<file path="config.mk">
export PLATFORM = sky130hd
export DESIGN_NAME = first_level_pte_4k_decode
export DESIGN_NICKNAME = d
export VERILOG_FILES = /design/src/design/pte4k_pkg.sv /design/src/design/pte4k_perm.sv /design/src/design/first_level_pte_4k_decode.sv
export SDC_FILE = /design/constraint.sdc
export NUM_CORES = 1
export LEC_CHECK = 0
export ABC_CLOCK_PERIOD_IN_PS = 2050
export BUFFER_PORTS_ARGS = -buffer_cell sky130_fd_sc_hd__buf_2
export CAP_MARGIN = 5
export CORE_MARGIN = 4
export CORE_UTILIZATION = 30
export CTS_CLUSTER_SIZE = 10
export DETAILED_ROUTE_END_ITERATION = 6
export GPL_TIMING_DRIVEN = 0
export HOLD_SLACK_MARGIN = 0.15
export SYNTH_ARGS = -nofsm -noshare
export SYNTH_HDL_FRONTEND = slang
export SYNTH_SLANG_ARGS = --single-unit
</file>
<file path="constraint.sdc">
create_clock -name clock -period 2.05 [get_ports clock]
set_input_delay 0.3075 -clock clock [delete_from_list [all_inputs] [get_ports clock]]
set_output_delay 0.3075 -clock clock [all_outputs]
set_load 0.005 [all_outputs]
</file>
<file path="src/design/pte4k_pkg.sv">
// Constants, field positions and carrier types for the 4-KByte leaf entry decoder.
// Assumes a 64-bit entry and a fixed host address width.
package pte4k_pkg;

  // Host address width; the reserved field runs from bit 51 down to it
  localparam int HOST_ADDRESS_WIDTH = 48;
  localparam int PAGE_SHIFT         = 12;
  localparam int ADDR_TOP           = 51;
  localparam int PAGE_ADDR_W        = HOST_ADDRESS_WIDTH - PAGE_SHIFT;

  // Field positions inside the entry
  localparam int EXECUTE_DISABLE_BIT   = 63;
  localparam int IGN_HI_TOP            = 62;
  localparam int IGN_HI_BOT            = 52;
  localparam int IGN_11_BIT            = 11;
  localparam int EXTENDED_ACCESSED_BIT = 10;
  localparam int IGN_9_BIT             = 9;
  localparam int GLOBAL_BIT            = 8;
  localparam int PAGE_ATTRIBUTE_BIT    = 7;
  localparam int DIRTY_BIT             = 6;
  localparam int ACCESSED_BIT          = 5;
  localparam int CACHE_DISABLE_BIT     = 4;
  localparam int WRITE_THROUGH_BIT     = 3;
  localparam int USER_BIT              = 2;
  localparam int READ_WRITE_BIT        = 1;
  localparam int PRESENT_BIT           = 0;

  // Translation-type field value meaning nested translation
  localparam logic [2:0] TT_NESTED = 3'h3;

  localparam logic [63:0] ENTRY_RESET = 64'h0;
  localparam logic [2:0]  MEMTYPE_RESET = 3'h0;

  typedef enum logic [2:0] {
    CAUSE_NONE,
    CAUSE_NOT_PRESENT,
    CAUSE_RESERVED,
    CAUSE_USER,
    CAUSE_WRITE,
    CAUSE_EXECUTE
  } fault_cause_e;

  typedef struct packed {
    logic [63:0] entry;
    logic        user;
    logic        write;
    logic        exec;
  } req_s;

  typedef struct packed {
    logic       no_execute_enable;
    logic       write_protect_enable;
    logic       extended_access_flag_enable;
    logic [2:0] translation_type_field;
    logic       coherent;
  } ctl_s;

  typedef struct packed {
    logic                   fault;
    fault_cause_e           cause;
    logic [PAGE_ADDR_W-1:0] page_addr;
    logic                   guest_physical_address;
    logic                   memtype_valid;
    logic [2:0]             memtype_index;
    logic                   writeback;
    logic [63:0]            wb_entry;
  } resp_s;

  // Any reserved bit from 51 down to the host address width set
  function automatic logic rsvd_nonzero(input logic [63:0] e);
    return |e[ADDR_TOP:HOST_ADDRESS_WIDTH];
  endfunction : rsvd_nonzero

endpackage : pte4k_pkg

</file>
<file path="src/design/pte4k_perm.sv">
// Combinational presence, reserved-bit and permission check for one leaf entry.
// Assumes request and control bits are stable while the caller samples the result.
`timescale 1ns/1ns
module pte4k_perm (
  // Request and governing control
  input  wire pte4k_pkg::req_s         req,
  input  wire pte4k_pkg::ctl_s         ctl,
  // Verdict
  output pte4k_pkg::fault_cause_e      cause
);

  logic [63:0] e;

  always_comb begin
    e = req.entry;
    if (!e[pte4k_pkg::PRESENT_BIT]) begin
      cause = pte4k_pkg::CAUSE_NOT_PRESENT;
    end else if (pte4k_pkg::rsvd_nonzero(e)) begin
      cause = pte4k_pkg::CAUSE_RESERVED;
    end else if (req.user && !e[pte4k_pkg::USER_BIT]) begin
      cause = pte4k_pkg::CAUSE_USER;
    end else if (req.write && !e[pte4k_pkg::READ_WRITE_BIT]
                 && (req.user || ctl.write_protect_enable)) begin
      cause = pte4k_pkg::CAUSE_WRITE;
    end else if (req.exec && ctl.no_execute_enable
                 && e[pte4k_pkg::EXECUTE_DISABLE_BIT]) begin
      cause = pte4k_pkg::CAUSE_EXECUTE;
    end else begin
      cause = pte4k_pkg::CAUSE_NONE;
    end
  end

endmodule : pte4k_perm

</file>
<file path="src/design/first_level_pte_4k_decode.sv">
// Decode and permission check of a first-level leaf entry mapping a 4-KByte page.
// Assumes the page walker holds req and ctl valid while req_valid is high.
`timescale 1ns/1ns
module first_level_pte_4k_decode (
  // Clock and reset
  input  wire logic              clock,
  input  wire logic              resetn,
  // Request from the walker
  input  wire logic              req_valid,
  input  wire pte4k_pkg::req_s   req,
  input  wire pte4k_pkg::ctl_s   ctl,
  output logic                   req_ready,
  // Result
  output logic                   resp_valid,
  output pte4k_pkg::resp_s       resp
);

  typedef enum logic [1:0] {
    ST_IDLE,
    ST_CHECK,
    ST_DONE
  } state_e;

  state_e               state_reg;
  state_e               state_next;
  pte4k_pkg::req_s      req_reg;
  pte4k_pkg::req_s      req_next;
  pte4k_pkg::ctl_s      ctl_reg;
  pte4k_pkg::ctl_s      ctl_next;
  pte4k_pkg::resp_s     resp_reg;
  pte4k_pkg::resp_s     resp_next;
  logic                 ready_reg;
  logic                 ready_next;
  logic                 valid_reg;
  logic                 valid_next;
  pte4k_pkg::fault_cause_e cause;
  logic [63:0]          upd_entry;
  logic [63:0]          e;

  pte4k_perm u_perm (
    .req   (req_reg),
    .ctl   (ctl_reg),
    .cause (cause)
  );

  // Flag updates go out as a new entry image; the walker writes it back.
  // Ignored bits 62:52, 11, 9 and the global bit are passed through untouched.
  always_comb begin
    e         = req_reg.entry;
    upd_entry = e;
    upd_entry[pte4k_pkg::ACCESSED_BIT] = 1'b1;
    if (req_reg.write) begin
      upd_entry[pte4k_pkg::DIRTY_BIT] = 1'b1;
    end
    if (ctl_reg.extended_access_flag_enable) begin
      upd_entry[pte4k_pkg::EXTENDED_ACCESSED_BIT] = 1'b1;
    end
  end

  always_comb begin
    state_next = state_reg;
    req_next   = req_reg;
    ctl_next   = ctl_reg;
    resp_next  = resp_reg;
    ready_next = ready_reg;
    valid_next = 1'b0;
    case (state_reg)
      ST_IDLE: begin
        if (req_valid && ready_reg) begin
          req_next   = req;
          ctl_next   = ctl;
          ready_next = 1'b0;
          state_next = ST_CHECK;
        end
      end
      ST_CHECK: begin
        resp_next.cause = cause;
        resp_next.fault = (cause != pte4k_pkg::CAUSE_NONE);
        resp_next.page_addr =
          e[pte4k_pkg::HOST_ADDRESS_WIDTH-1:pte4k_pkg::PAGE_SHIFT];
        resp_next.guest_physical_address =
          (ctl_reg.translation_type_field == pte4k_pkg::TT_NESTED);
        resp_next.memtype_valid = ctl_reg.coherent;
        resp_next.memtype_index = ctl_reg.coherent ?
          {e[pte4k_pkg::PAGE_ATTRIBUTE_BIT], e[pte4k_pkg::CACHE_DISABLE_BIT],
           e[pte4k_pkg::WRITE_THROUGH_BIT]} : pte4k_pkg::MEMTYPE_RESET;
        // A faulting request marks nothing as used
        resp_next.writeback = (cause == pte4k_pkg::CAUSE_NONE)
                              && (upd_entry != e);
        resp_next.wb_entry  = (cause == pte4k_pkg::CAUSE_NONE) ? upd_entry : e;
        valid_next = 1'b1;
        state_next = ST_DONE;
      end
      ST_DONE: begin
        ready_next = 1'b1;
        state_next = ST_IDLE;
      end
      default: begin
        ready_next = 1'b1;
        state_next = ST_IDLE;
      end
    endcase
  end

  always_ff @(posedge clock or negedge resetn) begin
    if (!resetn) begin
      state_reg <= ST_IDLE;
      req_reg   <= '0;
      ctl_reg   <= '0;
      resp_reg  <= '0;
      ready_reg <= 1'b1;
      valid_reg <= 1'b0;
    end else begin
      state_reg <= state_next;
      req_reg   <= req_next;
      ctl_reg   <= ctl_next;
      resp_reg  <= resp_next;
      ready_reg <= ready_next;
      valid_reg <= valid_next;
    end
  end

  assign req_ready  = ready_reg;
  assign resp_valid = valid_reg;
  assign resp       = resp_reg;

  logic taken;
  assign taken = req_valid && req_ready;
endmodule : first_level_pte_4k_decode

</file>
==> results of run 1 <==
==> final timing paths <==
check	from	endpoint	slack, ns	depth (start not counted)
max	req_ready	e[41]	0.21	5
min	resetn	resp[80]	0.43	2
max reg2reg	req_ready	e[41]	0.21	5
min reg2reg	e[43]	resp[101]	0.46	2
max in group asynchronous	resetn	req_ready	0.77	3
min in group clock	e[43]	resp[101]	0.46	2
==> critical path, delay by kind of cell (launching register included) <==
family	cells	cell delay, ns
muxes	1	0.33
and+or+nand+nor	2	0.35
DFF	1	0.53
buffers and inverters	2	0.49
==> cells by family after synthesis <==
kind of cell	after synthesis	synth area share, %
AND/OR/NAND/NOR	221	14.63
AO/OA/AOI/OAI	13	1.390
buffers and inverters	65	6.929
multiplexers	75	13.96
flip-flops	152	63.09
==> area by class of cell <==
| type | count | area, sq um |
|---|---|---|
| multi-input combinational | 309 | 1808 |
| inverter | 5 | 18.77 |
| buffer | 60 | 399.1 |
| clock inverter | 8 | 121.4 |
| tap | 265 | 331.6 |
| fill | 1863 | 10900 |
| sequential | 152 | 3805 |
| timing repair buffer | 264 | 1729 |
| clock buffer | 21 | 480.5 |
==> stage by stage <==
step | setup slack (ns) | TNS [ns]
after floorplan | 0.4712 | 0
after global placement | -1.712 | -257.61
after detailed placement | 0.1816 | 0
after CTS | 0.1688 | 0
after global routing | 0.09457 | 0
final | 0.2100 | 0
==> per-layer routing <==
layer	track usage, %	wire length (microns)	up-vias
met5	0	0	-
met4	3.980	190	0
met3	4.240	970	12
met2	22.17	7110	127
met1	18.97	7172	2155
li1	-	-	2220
==> power by group <==
group	internal [uW]	switching (uW)
registers	4460	845
logic	2380	1990
clock network	2020	1180
==> placed cells by master (no fill, tap or decap), drive strengths merged <==
cell / instances
a21boi: 1
a21oi: 2
a31oi: 1
buf: 244
bufinv: 3
clkbuf: 26
clkinv: 4
clkinvlp: 1
dfrtp: 151
dfstp: 1
dlygate4sd3: 75
inv: 5
mux2: 73
mux2i: 2
nand2: 202
nand2b: 3
nand3: 7
nor2: 5
nor2b: 1
nor3: 1
nor4: 1
o21ai: 5
o221ai: 1
o31ai: 3
or2: 1
==> run_results.csv, run 1 <==
group,metric,value,unit
clocking,cts_resized,0,
timing,final-setup-viol-count,0,
route,route.detailed.drc,0,
synth,synthArstFlopShare,100.0,%
synth,yosysWarningCount,0,
clocking,ctsRootBufferMaster,"clkbuf_16",
flow_run,max_cap_violations,0,
floorplanning,fp.coreArea,19590,sq um
cells_and_area,fin_cells,1084,
cells_and_area,largest_register_ffs,74,
clocking,insertion_delay,0.41,ns
power_and_ir_drop,pwr_density_cell,1481,nW/um^2
route,wire_per_inst,14.25,microns
clocking,cts_inserted_buffers,17,
global_route,antenna_found_initial,0,
synth,synth_edf_count,0,
route,drtPass1Iterations,6,
place,place_area,7341,sq um
synth,postSynthCellCount,526,
power_and_ir_drop,total_power,12870,uW
setup_path,cp_cell_sequence,"nand2_1, nor3_2, buf_4, buf_6, mux2_1",
synth,synth.ff_latch_count,152,
setup_path,max_stage_delay,0.53,ns
synth,synth.distinct_cells,26,
floorplanning,io_pins,189,
clocking,htreeDepth,4,
route,drt_wl_total,15.44,mm
synth,yosysTopAreaCell,"dfrtp_1",
synth,synth_top_cell_area_share,62.66,%
place,gp_congestion,0.6898,
timing,drv_slew,0,
power_and_ir_drop,irDropWorstVdd,0.6569,mV
setup_path,start_kind,"flop",
timing,slew_headroom,57.23,%
synth,synthTopCellsByCount,"nand2_1 (202), dfrtp_1 (151), mux2_2 (59), buf_4 (37), buf_2 (16)",
clocking,clk_pin_slew,0.06,ns
timing,fmax,0.5435,GHz
global_route,grt_pass1_vias,4599,
power_and_ir_drop,p_leak,0.004513,uW
worst_hold_path,min_path_type,"in2async",
setup_path,cp_max_fo,10,
synth,yosysSeqAreaShare,63.09,%
timing,worst_slew_pin_slew,0.6415,ns
global_route,grt_pass1_wl,24.52,mm
cells_and_area,nets,886,
route,vias,4514,
place,port-buffer-count,188,
route,ant_nets,0,
setup_path,worstPathArrival,2.13,ns
timing,skew,0.008180,ns
cells_and_area,n_antenna_cell,0,
outcome,status,"finished clean",
global_route,track_usage,14.09,%
place,dp_hpwl,10.55,mm
floorplanning,dieArea,22440,sq um
timing,final.min_clock_period,1.840,ns
setup_path,cpMaxStageDelayCell,"dfstp_2",
place,place_inst,980,
cells_and_area,fin_util,44.38,%
timing,finalHoldViolations,0,
cells_and_area,final_area,8693,sq um
synth,avgSynthCellArea,11.47,sq um
synth,syn_nets,603,
cells_and_area,drive_gt1_share,41.39,%
clocking,cts_tree,"yes",
synth,synth_area_leaders,"dfrtp_1 (63%), nand2_1 (13%), mux2_2 (11%), buf_4 (4.6%), mux2_1 (2.6%)",
clocking,cts_buffer_depth,2,
setup_path,end_kind,"flop",
synth,synth_flop_cell,"dfrtp_1",
route,drt_iter0_drc,106,
global_route,grt-ovfl-total,0,
floorplanning,die_x,149.8,microns
cells_and_area,area_growth_syn_to_layout,44.15,%
clocking,cts_setup_buffers,0,
floorplanning,fp-row-count,51,
timing,period_share,89.76,%
synth,syn_area,6031,sq um
timing,whs,0.4314,ns
synth,synth_most_common_cell,"nand2_1",
timing,grt_setup_unrepaired,"no",
clocking,clock-sinks,152,
route,vias_per_cell,4.164,
setup_path,path_class,"reg2reg",
global_route,grt_max_degree,88,
floorplanning,dieHeight,149.8,microns
clocking,ctsHoldBuffers,75,
setup_path,required,2.34,ns
floorplanning,start_util,30.78,%
Note: power is estimated with default switching activity, not from simulation.
==> inputs of run 2 (changes only) <==
- BUFFER_PORTS_ARGS: -buffer_cell sky130_fd_sc_hd__buf_2 -> unset
- DONT_BUFFER_PORTS: unset -> 1
==> run 2 against run 1 <==
Final cell count is 17% lower. Largest cell class unchanged. The flow now finishes with violations (hold timing). Die area did not move. Core utilization down 5.1 points.
==> run_results.csv, run 2 (same netlist as run 1, synthesis figures left out) <==
group,metric,value,unit
clocking,clk_pin_slew,0.06,ns
timing,finalHoldViolations,152,
floorplanning,fp.coreArea,19590,sq um
timing,final.min_clock_period,1.848,ns
setup_path,cpMaxStageDelayCell,"dfstp_2",
global_route,antenna_found_initial,1,
global_route,grt-ovfl-total,0,
cells_and_area,fin_util,39.23,%
route,drt_iter0_drc,144,
clocking,ctsRootBufferMaster,"clkbuf_16",
clocking,insertion_delay,0.41,ns
flow_run,max_cap_violations,0,
global_route,track_usage,13.96,%
cells_and_area,drive_gt1_share,24.05,%
clocking,clock-sinks,152,
worst_hold_path,min_path_type,"in2async",
clocking,cts_inserted_buffers,17,
route,drtPass1Iterations,4,
floorplanning,dieArea,22440,sq um
route,wire_per_inst,17.09,microns
global_route,grt_max_degree,153,
floorplanning,start_util,30.78,%
cells_and_area,final_cell_mix,"nand2_1 (202), dfrtp_1 (151), dlygate4sd3_1 (74)",
clocking,htreeDepth,4,
outcome,violations,"hold timing",
setup_path,cp_max_fo,10,
power_and_ir_drop,p_leak,0.003664,uW
timing,fmax,0.5410,GHz
cells_and_area,fillers,1867,
route,ant_nets,0,
timing,final-setup-viol-count,0,
setup_path,crit_family,"flip-flops",
route,route.detailed.drc,0,
floorplanning,fp-row-count,51,
timing,slew_headroom,59.31,%
clocking,cts_setup_buffers,0,
cells_and_area,mostFrequentLayoutCell,"nand2_1",
place,port-buffer-count,0,
global_route,grt_pass1_wl,23.78,mm
floorplanning,io_pins,189,
global_route,grt_pass1_vias,4268,
setup_path,max_stage_delay,0.57,ns
setup_path,required,2.34,ns
timing,skew,0.006441,ns
place,dp_hpwl,10.69,mm
cells_and_area,largest_register_ffs,74,
clocking,cts_buffer_depth,2,
cells_and_area,nets,696,
timing,whs,-0.4078,ns
route,vias_per_cell,4.416,
outcome,status,"complete, but fails checks",
clocking,ctsHoldBuffers,74,
power_and_ir_drop,pwr_density_cell,1549,nW/um^2
setup_path,r2r_slack,0.20,ns
clocking,cts_tree,"yes",
floorplanning,dieHeight,149.8,microns
setup_path,start_kind,"flop",
timing,drv_slew,0,
setup_path,worstPathArrival,2.14,ns
setup_path,cp_cell_sequence,"nand2_1, nor3_4, buf_4, buf_6, mux2_1",
setup_path,path_buf_inv,2,
cells_and_area,area_growth_syn_to_layout,27.43,%
place,gp_congestion,0.6970,
floorplanning,die_x,149.8,microns
timing,fin_setup_tns,0,ns
setup_path,path_class,"reg2reg",
route,vias,3966,
timing,grt_setup_unrepaired,"no",
timing,period_share,90.16,%
power_and_ir_drop,irDropWorstVdd,0.6040,mV
timing,worst_slew_pin_slew,0.6103,ns
setup_path,end_kind,"flop",
route,drt_wl_total,15.34,mm
## run 2: cell type report
class | instances | area, sq um | share of cell area [%]
clock inverter | 13 | 130.1 | 1.693
timing repair buffer | 74 | 740.7 | 9.639
clock buffer | 19 | 442.9 | 5.764
tap | 265 | 331.6 | 4.315
multi-input combinational | 309 | 1814 | 23.61
inverter | 5 | 18.77 | 0.2442
sequential | 152 | 3805 | 49.51
antenna | 1 | 2.502 | 0.03256
buffer | 60 | 399.1 | 5.194
## run 2: metal layers
| layer | part of all wire [%] | GRT usage (%) | up-vias |
|---|---|---|---|
| li1 | - | - | 1840 |
| met1 | 42 | 17.36 | 1983 |
| met4 | 1.3 | 4.437 | 0 |
| met3 | 7.4 | 4.694 | 16 |
| met2 | 49 | 23.01 | 127 |
| met5 | 0 | 0 | - |
## run 2: worst paths after layout
check / start / end / cells after the start
max in group asynchronous: resetn / req_ready / 0
worst max register to register: req_ready / e[40] / 5
worst min-delay path: resetn / resp[81] / 0
worst max-delay path: req_ready / e[40] / 5
worst min register to register: e[45] / resp[103] / 2
min in group clock: e[45] / resp[103] / 2
## run 2: worst reg2reg max path, cell delays in order (launching register included)
cell and delay, ns:
dfstp_2 0.57, nand2_1 0.11, nor3_4 0.23, buf_4 0.29
buf_6 0.20, mux2_1 0.34
## run 2: timing repair
| action | 4_1_cts | 5_1_grt |
|---|---|---|
| endpoints found under the setup margin | 0 | 1 |
| resized for setup | 0 | 1 |
| hold endpoints to repair | 226 | 152 |
## run 2: stage by stage
stage	power, uW	hold WS [ns]	worst slack (ns)	instances	area (sq um)
6_report	11910	-0.4078	0.2017	898	7685
2_1_floorplan	7842	0.01191	0.4712	526	6031
3_3_place_gp	8649	0.01647	0.1756	791	6362
4_1_cts	12130	-0.4388	0.1126	897	7676
5_1_grt	12780	-0.4455	0.06922	898	7685
3_5_place_dp	8885	0.01658	0.1272	791	6362
## run 2: report_power, final
| part | switching, uW | internal (uW) | total [uW] |
|---|---|---|---|
| registers | 1130 | 4460 | 5590 |
| clock network | 1250 | 1810 | 3070 |
| logic | 1540 | 1700 | 3250 |
